--- src/core/chc_pkg.sv ---
/*
 Package for the card host controller: modes, operations, states, timing counts.
 Assumes a 200 MHz system clock.
*/
package chc_pkg;
   localparam int CLK_MHZ = 200;
   // Strobe width and setup in nanoseconds.
   localparam int STROBE_NS = 80;
   localparam int SETUP_NS = 30;
   localparam int STROBE_CYC = (STROBE_NS * CLK_MHZ + 999) / 1000;
   localparam int SETUP_CYC = (SETUP_NS * CLK_MHZ + 999) / 1000;
   // Reset pulse to the card.
   localparam int RESET_NS = 1000;
   localparam int RESET_CYC = (RESET_NS * CLK_MHZ + 999) / 1000;
   localparam int CNT_W = 8;
   localparam logic [CNT_W-1:0] CNT_ZERO = 8'h00;
   localparam logic [CNT_W-1:0] CNT_ONE = 8'h01;

   typedef enum logic [1:0] {
      CHC_MODE_MEM = 2'b00,
      CHC_MODE_IO = 2'b01,
      CHC_MODE_IDE = 2'b10
   } chc_mode_type;

   typedef enum logic [1:0] {
      CHC_OP_READ = 2'b00,
      CHC_OP_WRITE = 2'b01
   } chc_op_type;

   typedef enum logic [2:0] {
      CHC_ST_RESET = 3'b000,
      CHC_ST_WAITRDY = 3'b001,
      CHC_ST_IDLE = 3'b010,
      CHC_ST_SETUP = 3'b011,
      CHC_ST_STROBE = 3'b100,
      CHC_ST_DMA = 3'b101
   } chc_state_type;
endpackage : chc_pkg

--- src/core/chc_host.sv ---
/*
 Host-side controller for the card's parallel port control signals.
 Assumes the card pins are wired directly; card outputs are asynchronous.
*/
// Notes on behaviour
// RULE1 - In IDE mode a grounded role select makes the card master.
// RULE2 - In IDE mode an open role select makes the card slave.
// RULE3 - In card bus modes host ties role select to A25 or ground.
// RULE4 - Memory mode card ignores the I/O write strobe.
// RULE5 - I/O mode card captures data on the write strobe's rising edge.
// RULE6 - IDE mode without burst treats write strobe like I/O mode.
// RULE7 - Host negates I/O write strobe before starting a fast-DMA burst.
// RULE8 - During a burst, asserting the write strobe line stops it.
// RULE9 - Memory mode reads use output enable, common and attribute space.
// RULE10 - I/O mode output enable only reads card info and configuration.
// RULE11 - Host grounds the IDE select input for IDE operation.
// RULE12 - Memory mode ready is high when free, low when busy.
// RULE13 - Ready stays low until power-up or reset sequence ends.
// RULE14 - Host makes no access while ready is low after reset.
// RULE15 - Reset held from power-up must not keep card busy forever.
// RULE16 - I/O mode interrupt is a low pulse or low level.
// RULE17 - IDE mode interrupt is active high.
// RULE18 - Space select high for common memory, low for attribute.
// RULE19 - Space select low during I/O cycles.
// RULE20 - Host asserts DMA acknowledge answering a DMA request.
// RULE21 - Card ignores DMA acknowledge when no DMA is active.
// RULE22 - IDE host without DMA drives DMA acknowledge high.
// RULE23 - Chip selects negated while DMA acknowledge asserted; 16-bit transfers.
// RULE24 - Card bus reset high; IDE reset low.
// RULE25 - Card samples IDE select at power-up and keeps the mode; the card model instead samples it at each card reset after power-up.
`timescale 1ns/1ps
`default_nettype none
module chc_host (
   // Clock and reset.
   input wire logic i_clk,
   input wire logic i_reset_n,
   // User control.
   input wire logic [1:0] i_mode,
   input wire logic i_role_master,
   input wire logic i_dma_enable,
   input wire logic i_card_reset,
   input wire logic i_req_valid,
   input wire logic i_req_write,
   input wire logic i_req_attr,
   input wire logic i_burst_stop,
   input wire logic i_a25,
   output logic o_req_ready,
   output logic o_done,
   output logic o_card_busy,
   output logic o_irq,
   output logic o_dma_active,
   // Card pins.
   input wire logic i_card_ready,
   input wire logic i_card_interrupt_request,
   input wire logic i_dma_request_line,
   output logic o_card_reset_pin,
   output logic o_ide_mode_select_n,
   output logic o_drive_role_select_n,
   output logic o_drive_role_select_oe,
   output logic o_io_write_strobe_n,
   output logic o_output_enable_n,
   output logic o_write_enable_n,
   output logic o_space_select_n,
   output logic o_dma_acknowledge_n,
   output logic o_taskfile_chip_select_n,
   output logic o_control_block_chip_select_n
);
   // Three-stage synchronisers for card outputs.
   logic [2:0] rdy_sync_ff, nxt_rdy_sync;
   logic [2:0] irq_sync_ff, nxt_irq_sync;
   logic [2:0] drq_sync_ff, nxt_drq_sync;
   logic rdy_ff, nxt_rdy, irq_ff, nxt_irq, drq_ff, nxt_drq;
   // Controller state.
   chc_pkg::chc_state_type state_ff, nxt_state;
   logic [chc_pkg::CNT_W-1:0] cnt_ff, nxt_cnt;
   logic wr_ff, nxt_wr, attr_ff, nxt_attr, done_ff, nxt_done;
   logic [1:0] mode_ff, nxt_mode;
   // Last count of each timed phase.
   localparam logic [chc_pkg::CNT_W-1:0] CNT_LAST = chc_pkg::CNT_W'(chc_pkg::RESET_CYC - 1);
   localparam logic [chc_pkg::CNT_W-1:0] SETUP_LAST = chc_pkg::CNT_W'(chc_pkg::SETUP_CYC - 1);
   localparam logic [chc_pkg::CNT_W-1:0] STROBE_LAST = chc_pkg::CNT_W'(chc_pkg::STROBE_CYC - 1);

   function automatic logic agree(input logic [2:0] s, input logic old);
      agree = (s[1] == s[2]) ? s[2] : old;
   endfunction : agree

   always_comb begin
      nxt_rdy_sync = {rdy_sync_ff[1:0], i_card_ready};
      nxt_irq_sync = {irq_sync_ff[1:0], i_card_interrupt_request};
      nxt_drq_sync = {drq_sync_ff[1:0], i_dma_request_line};
      nxt_rdy = agree(rdy_sync_ff, rdy_ff);
      nxt_irq = agree(irq_sync_ff, irq_ff);
      nxt_drq = agree(drq_sync_ff, drq_ff);
   end

   always_ff @(posedge i_clk or negedge i_reset_n) begin
      if (!i_reset_n) begin
         rdy_sync_ff <= 3'h0;
         irq_sync_ff <= 3'h7;
         drq_sync_ff <= 3'h0;
         rdy_ff <= 1'b0;
         irq_ff <= 1'b1;
         drq_ff <= 1'b0;
      end else begin
         rdy_sync_ff <= nxt_rdy_sync;
         irq_sync_ff <= nxt_irq_sync;
         drq_sync_ff <= nxt_drq_sync;
         rdy_ff <= nxt_rdy;
         irq_ff <= nxt_irq;
         drq_ff <= nxt_drq;
      end
   end

   always_comb begin
      nxt_state = state_ff;
      nxt_cnt = cnt_ff;
      nxt_wr = wr_ff;
      nxt_attr = attr_ff;
      nxt_mode = mode_ff;
      nxt_done = 1'b0;
      case (state_ff)
         chc_pkg::CHC_ST_RESET: begin
            if (cnt_ff == CNT_LAST) begin
               nxt_state = chc_pkg::CHC_ST_WAITRDY;
            end else begin
               nxt_cnt = cnt_ff + chc_pkg::CNT_ONE;
            end
         end
         // RULE14 wait for ready.
         chc_pkg::CHC_ST_WAITRDY: begin
            if (rdy_ff) begin
               nxt_state = chc_pkg::CHC_ST_IDLE;
            end
         end
         chc_pkg::CHC_ST_IDLE: begin
            if (i_card_reset) begin
               nxt_state = chc_pkg::CHC_ST_RESET;
               nxt_cnt = chc_pkg::CNT_ZERO;
            // RULE20 RULE7 acknowledge request, strobe negated.
            end else if (i_dma_enable && mode_ff == chc_pkg::CHC_MODE_IDE && drq_ff
                         && !i_burst_stop) begin
               nxt_state = chc_pkg::CHC_ST_DMA;
            end else if (i_req_valid && rdy_ff) begin
               nxt_state = chc_pkg::CHC_ST_SETUP;
               nxt_cnt = chc_pkg::CNT_ZERO;
               nxt_wr = i_req_write;
               nxt_attr = i_req_attr;
            end
         end
         chc_pkg::CHC_ST_SETUP: begin
            if (cnt_ff == SETUP_LAST) begin
               nxt_state = chc_pkg::CHC_ST_STROBE;
               nxt_cnt = chc_pkg::CNT_ZERO;
            end else begin
               nxt_cnt = cnt_ff + chc_pkg::CNT_ONE;
            end
         end
         // RULE5 strobe released to clock data.
         chc_pkg::CHC_ST_STROBE: begin
            if (cnt_ff == STROBE_LAST) begin
               nxt_state = chc_pkg::CHC_ST_IDLE;
               nxt_done = 1'b1;
            end else begin
               nxt_cnt = cnt_ff + chc_pkg::CNT_ONE;
            end
         end
         // RULE8 stop ends burst.
         chc_pkg::CHC_ST_DMA: begin
            if (i_burst_stop || !drq_ff) begin
               nxt_state = chc_pkg::CHC_ST_IDLE;
            end
         end
         default: begin
            nxt_state = chc_pkg::CHC_ST_RESET;
         end
      endcase
      // RULE25 mode latched only during card reset.
      if (state_ff == chc_pkg::CHC_ST_RESET) begin
         nxt_mode = i_mode;
      end
   end

   always_ff @(posedge i_clk or negedge i_reset_n) begin
      if (!i_reset_n) begin
         state_ff <= chc_pkg::CHC_ST_RESET;
         cnt_ff <= chc_pkg::CNT_ZERO;
         wr_ff <= 1'b0;
         attr_ff <= 1'b0;
         done_ff <= 1'b0;
         mode_ff <= chc_pkg::CHC_MODE_MEM;
      end else begin
         state_ff <= nxt_state;
         cnt_ff <= nxt_cnt;
         wr_ff <= nxt_wr;
         attr_ff <= nxt_attr;
         done_ff <= nxt_done;
         mode_ff <= nxt_mode;
      end
   end

   logic strobing, is_ide, is_io, is_mem, in_dma;
   assign strobing = (state_ff == chc_pkg::CHC_ST_STROBE);
   assign in_dma = (state_ff == chc_pkg::CHC_ST_DMA);
   assign is_ide = (mode_ff == chc_pkg::CHC_MODE_IDE);
   assign is_io = (mode_ff == chc_pkg::CHC_MODE_IO);
   assign is_mem = !is_ide && !is_io;

   // RULE24 reset polarity per mode.
   assign o_card_reset_pin = (state_ff == chc_pkg::CHC_ST_RESET) ? !is_ide : is_ide;
   // RULE11 ground IDE select.
   assign o_ide_mode_select_n = !is_ide;
   // RULE1 RULE2 RULE3 role select drive.
   assign o_drive_role_select_n = is_ide ? 1'b0 : i_a25;
   assign o_drive_role_select_oe = is_ide ? i_role_master : 1'b1;
   // RULE4 RULE6 RULE7 write strobe, idle high in memory mode and before DMA.
   assign o_io_write_strobe_n = in_dma ? !i_burst_stop
                              : !(strobing && wr_ff && !is_mem);
   assign o_write_enable_n = !(strobing && wr_ff && is_mem);
   // RULE9 RULE10 output enable reads.
   assign o_output_enable_n = !(strobing && !wr_ff && (is_mem || attr_ff));
   // RULE18 RULE19 space select.
   assign o_space_select_n = is_io ? 1'b0 : !attr_ff;
   // RULE22 RULE23 acknowledge and chip selects.
   assign o_dma_acknowledge_n = !in_dma;
   assign o_taskfile_chip_select_n = !(is_ide && strobing && !attr_ff);
   assign o_control_block_chip_select_n = !(is_ide && strobing && attr_ff);
   // RULE12 RULE13 ready shown to user.
   assign o_card_busy = !rdy_ff;
   assign o_req_ready = (state_ff == chc_pkg::CHC_ST_IDLE) && rdy_ff;
   assign o_done = done_ff;
   // RULE16 RULE17 interrupt polarity.
   assign o_irq = is_ide ? irq_ff : !irq_ff;
   assign o_dma_active = in_dma;
endmodule : chc_host
`default_nettype wire

--- config.mk ---
export PLATFORM = sky130hd
export DESIGN_NAME = chc_host
export DESIGN_NICKNAME = d
export VERILOG_FILES = /design/src/core/chc_pkg.sv /design/src/core/chc_host.sv
export SDC_FILE = /design/constraint.sdc
export NUM_CORES = 1
export LEC_CHECK = 0
export BUFFER_PORTS_ARGS = -buffer_cell sky130_fd_sc_hd__clkbuf_2
export CORE_UTILIZATION = 35
export CTS_CLUSTER_SIZE = 30
export DETAILED_ROUTE_END_ITERATION = 7
export PLACE_DENSITY_LB_ADDON = 0.3
export SYNTH_ARGS = -nofsm -noshare
export SYNTH_HDL_FRONTEND = slang
export SYNTH_SLANG_ARGS = --single-unit
--- constraint.sdc ---
create_clock -name i_clk -period 2.05 [get_ports i_clk]
set_clock_uncertainty 0.05 [all_clocks]
set_input_delay 0.615 -clock i_clk [delete_from_list [all_inputs] [get_ports i_clk]]
set_output_delay 0.615 -clock i_clk [all_outputs]
set_load 0.01 [all_outputs]
# --- After elaboration in Yosys (flattened, before gate mapping) ---
# Index checks and enable logic that the tools add are counted.
word_totals:
  reg_bits: 28
  latch_bits: 0
  ramBits: 0
  mem_bits_ro: 0
  in_bits: 15
  out_inout_bits: 16
  mem_count: 0
op_classes:
  n_addsub: 1
  multipliers: 0
  div: 0
  order_cmp: 0
  n_eq_ne: 23
  shift: 0
  muxes: 24
  n_bitwise: 2
  n_reduce_logical: 36
ops:
  columns: ["operator", "count"]
  rows:
  - ["$mux 8", 6]
  - ["$pmux 8 s4", 1]
  - ["$mux 3", 8]
  - ["$pmux 3 s6", 1]
  - ["$logic_not 1->1", 15]
  - ["$logic_and 1x1->1", 14]
  - ["$ne 2x2->1 const B", 5]
  - ["$add 8x1->8 const B", 1]
  - ["$eq 8x3->1 const B", 1]
  - ["$eq 8x4->1 const B", 1]
  - ["$eq 8x8->1 const B", 1]
  - ["$mux 1", 8]
  - ["$eq 3x2->1 const B", 2]
  - ["$eq 3x3->1 const B", 2]
  - ["$ne 3x3->1 const B", 2]
  - ["$reduce_and 6->1", 1]
  - ["$reduce_and 5->1", 1]
  - ["$ne 2x1->1 const B", 2]
  - ["$ne 4x4->1 const B", 1]
  - ["$reduce_and 4->1", 1]
  - ["$reduce_bool 4->1", 1]
  - ["$eq 1x1->1", 3]
  - ["$eq 3x1->1 const B", 1]
  - ["$logic_not 3->1", 1]
  - ["4 further kinds", 6]

# --- Logic depth before layout (Yosys ltp) ---
depth:
  word_depth: 7
  mapped_depth: 7
  depth_no_buf: 7

# --- Least setup slack after synthesis ---
# No wires, ideal clock.
synth_timing:
  kind: "register to output"
  from: "register state_ff[1]"
  to: "output port o_card_reset_pin"
  arrival_ps: 1226
  required_ps: 1385
  slack_ps: 159
  path_stages_with_launch: 4
  path_buffers: 1
  path_cell_list: "dfrtp_1 > buf_6 > nor3_1 > xnor2_1"
synth_between:
  elab_chain_cells: 2
synth_lines:
  columns: ["element", "line_no", "text"]
  rows:
  - ["from (decl)", "chc_host.sv:74", "chc_pkg::chc_state_type state_ff, nxt_state;"]
  - ["from (signal assigned)", "chc_host.sv:185", "state_ff <= chc_pkg::CHC_ST_RESET;"]
  - ["from (signal assigned)", "chc_host.sv:192", "state_ff <= nxt_state;"]
  - ["$logic_not 3->1", "chc_host.sv:209", "assign o_card_reset_pin = (state_ff == chc_pkg::CHC_ST_RESET) ? !is_ide : is_ide;"]
  - ["$mux 1", "chc_host.sv:209", null]
  - ["to (decl)", "chc_host.sv:56", "output logic o_card_reset_pin,"]
# No other way between the ends.

# --- Worst setup path in the final report ---
layout_timing:
  from: "register state_ff[1]"
  to: "output port o_control_block_chip_select_n"
layout_between:
  elab_chain_cells: 4
layout_lines:
  columns: ["element", "line_no", "text"]
  rows:
  - ["$eq 3x3->1", "chc_host.sv:202", "assign strobing = (state_ff == chc_pkg::CHC_ST_STROBE);"]
  - ["$logic_and 1x1->1 (2 in series)", "chc_host.sv:226", "assign o_control_block_chip_select_n = !(is_ide && strobing && attr_ff);"]
  - ["$logic_not 1->1", "chc_host.sv:226", null]
  - ["to (decl)", "chc_host.sv:66", "output logic o_control_block_chip_select_n"]
# No other way between the ends.

==> impl_metrics.env <==
export IMPL_row_count=23
export IMPL_fillers=366
export IMPL_max_freq_ghz=0.489
export IMPL_finalNonFillerCells=235
export IMPL_slew_headroom_pct=52.7
export IMPL_synth_edf_count=0
export IMPL_crit_slowest_cell="dfrtp_2"
export IMPL_antenna_found_initial=0
export IMPL_viasPerCell=5.20
export IMPL_ys_types=47
export IMPL_syn_nets=161
export IMPL_die_w_um=67.5
export IMPL_power_leakage_nw=0.837
export IMPL_hpwlAfterDp_um=2340
export IMPL_port_buffers=30
export IMPL_cp_end_kind="output pin"
export IMPL_min_path_type="flop to flop"
export IMPL_drt_pass1_iterations=4
export IMPL_grt_max_degree=29
export IMPL_finalCritPeriodShare_pct=99.8
export IMPL_synth_avg_cell_area_um2=10.6
export IMPL_power_mw=1.10
export IMPL_ant_nets=0
export IMPL_first_iter_violations=60
export IMPL_vias=1221
export IMPL_root_buffer="clkbuf_8"
export IMPL_grt_overflow_total=0
export IMPL_status="finished, final reports clean"
export IMPL_syn_inst=142
export IMPL_critPathTopFamily="flip-flops"
export IMPL_cts_buffer_depth=2
export IMPL_clk_insertion_delay_late_ns=0.27
export IMPL_ctsHoldBuffers=0
export IMPL_yosysWarnings=0
export IMPL_clk_pin_slew_ns=0.10
export IMPL_initial_core_util_pct=37.0
export IMPL_drive_gt1_share_pct=41.1
export IMPL_maxCapViolations=0
export IMPL_async_reset_ff_share_pct=100
export IMPL_critPathKind="flop to output pin"
export IMPL_synth_area_um2=1500
export IMPL_path_buf_inv=2
export IMPL_yosysSeqAreaShare_pct=47.0
export IMPL_cp_cell_sequence="nor3b_4 > buf_4 > nand3_1 > clkbuf_2"
export IMPL_route_detailed_drc=0
export IMPL_synth_ff_type="dfrtp_1"
export IMPL_seqCellArea_um2=708
export IMPL_gp_congestion=0.811
export IMPL_powerDensity_nw_per_um2=582
export IMPL_grt_pass1_wl_um=4860
export IMPL_clkSinkCount=28
export IMPL_wl_per_cell_um=13.3
export IMPL_cts_buffers=3
export IMPL_fin_nets=205
export IMPL_critPathMaxFanout=8
export IMPL_final_hold_viol_count=0
export IMPL_first_global_vias=1113
export IMPL_htreeDepth=1
export IMPL_num_antenna_cells=0
export IMPL_die_h_um=67.5
export IMPL_multi_input_area_um2=763
export IMPL_ios=31
export IMPL_ys_seq_elements=28
export IMPL_critical_path_required_ns=1.38
export IMPL_min_period_ns=2.05
export IMPL_crit_arrival_ns=1.38
export IMPL_critPathMaxStageDelay_ns=0.49
export IMPL_wl_um=3110
export IMPL_dieArea_um2=4550
export IMPL_slew_violations=0
export IMPL_rsz0062_at_grt="true"
export IMPL_crit_path_start_kind="flop"
export IMPL_setup_viol=0
export IMPL_grt_use_total_pct=14.4
export IMPL_core_area_um2=4060
export IMPL_area_growth_syn_to_layout_pct=25.8
export IMPL_cts_tree="built"
export IMPL_worst_slew_pin_transition_ns=0.710
export IMPL_dp_cells=224
export IMPL_peakVddDrop_v=0.000289
==> path summary, 6_finish.rpt <==
check | startpoint | to | slack, ns | cells after the start
max | state_ff[1] | o_control_block_chip_select_n | 0.005 | 4
min | drq_sync_ff[0] | drq_sync_ff[1] | 0.31 | 0
max reg2reg | mode_ff[1] | state_ff[2] | 0.20 | 6
min reg2reg | drq_sync_ff[0] | drq_sync_ff[1] | 0.31 | 0
max in group asynchronous | i_reset_n | state_ff[1] | 1.13 | 1
min in group asynchronous | i_reset_n | drq_sync_ff[2] | 0.32 | 1
==> worst reg2reg max path, stage by stage, from the launching register on <==
cell and delay, ns:
dfrtp_1 0.42, ha_4 0.18, and4b_1 0.24, nor4_2 0.27, a22oi_2 0.16, nand3_2 0.11, mux2_1 0.32
==> through the flow <==
stage,area [µm²],worst slack (ns),setup TNS (ns),utilization (%),hold WS (ns)
6_report,1890,0.00488,0,46.5,0.309
5_1_grt,1890,-0.0831,-0.286,46.5,0.318
4_1_cts,1850,0.00211,0,45.6,0.313
3_5_place_dp,1730,0.0651,0,42.6,0.289
3_3_place_gp,1730,0.134,0,42.6,0.282
2_1_floorplan,1500,0.159,0,-,0.269
==> what timing repair did <==
action                                  in CTS  in global routing
gates resized for setup                      5                  8
endpoints found under the setup margin       7                  8
pin swaps                                    3                  1
setup buffers                                5                  2
==> routing by layer <==
metal / track usage, % / up-vias / wire [µm] / part of all wire (%)
met5: 0 / - / 0 / 0
met4: 3.99 / 0 / 14 / 0.45
met3: 2.53 / 2 / 128 / 4.1
met2: 27.0 / 43 / 1570 / 50
met1: 16.4 / 585 / 1400 / 45
li1: - / 591 / - / -
==> final cells by class <==
type,count,area share (%)
tap,50,3.32
sequential,28,37.5
inverter,10,1.99
clock buffer,3,2.19
clock inverter,1,1.59
timing repair buffer,42,12.9
multi-input combinational,101,40.5
==> cells by family after synthesis <==
group,synth area share [%]
compound gates,14.6
buf+inv,4.09
simple gates,24.8
flops,47.0
xor+xnor,1.17
fa+ha+maj,5.34
mux,3.00
==> synthesized netlist by cell type, drive strengths merged (2+ instances only) <==
master	count	area share, %
a21oi	7	2.3
nand4	3	1.3
maj3	3	2.0
o21ai	9	3.3
nor3b	2	1.8
buf	3	1.6
nand3b	3	1.5
o22ai	3	1.3
ha	4	3.3
o31ai	2	1.3
nand2	13	3.4
xnor2	2	1.2
nor2	8	2.0
nor2b	2	0.83
nand3	10	3.7
dfrtp	24	40
nor3	4	1.7
and3	3	1.3
mux2	4	3.0
dfstp	4	7.0
inv	10	2.5
nand2b	4	2.7
and4b	2	1.3
==> placed cells by master, fill, tap and decap left out, drive strengths merged <==
cell type  count
nand2         13
xnor2          2
buf           15
dfrtp         24
nor4           1
and3           3
nor4b          1
a31o           1
o21ai          9
o22ai          3
nor3b          2
mux2           4
nand4          3
o211ai         1
or2            1
o31ai          2
a21boi         1
clkbuf        30
ha             4
and4b          2
a22oi          1
inv           10
o41ai          1
nand3b         3
nor2           8
o21bai         1
nor3           4
nor2b          2
a21oi          7
a2bb2oi        1
nand2b         4
nand3         10
maj3           3
or2b           1
a31oi          1
bufinv         1
a21o           1
dfstp          4
==> state kept, by name, indices dropped and copies added, names as in the netlist <==
| name | count |
|---|---|
| irq_ff | 1 |
| rdy_sync_ff | 3 |
| drq_ff | 1 |
| rdy_ff | 1 |
| wr_ff | 1 |
| attr_ff | 1 |
| state_ff | 3 |
| mode_ff | 2 |
| o_done | 1 |
| irq_sync_ff | 3 |
| cnt_ff | 8 |
| drq_sync_ff | 3 |
==> report_power, final <==
part | switching [mW] | leakage, nW | total [mW] | internal, mW
clock network | 0.169 | 0.0357 | 0.431 | 0.261
registers | 0.0117 | 0.336 | 0.584 | 0.573
logic | 0.0427 | 0.465 | 0.0822 | 0.0395
total | 0.224 | 0.837 | 1.10 | 0.873
Power figures use the tool's default switching activity.
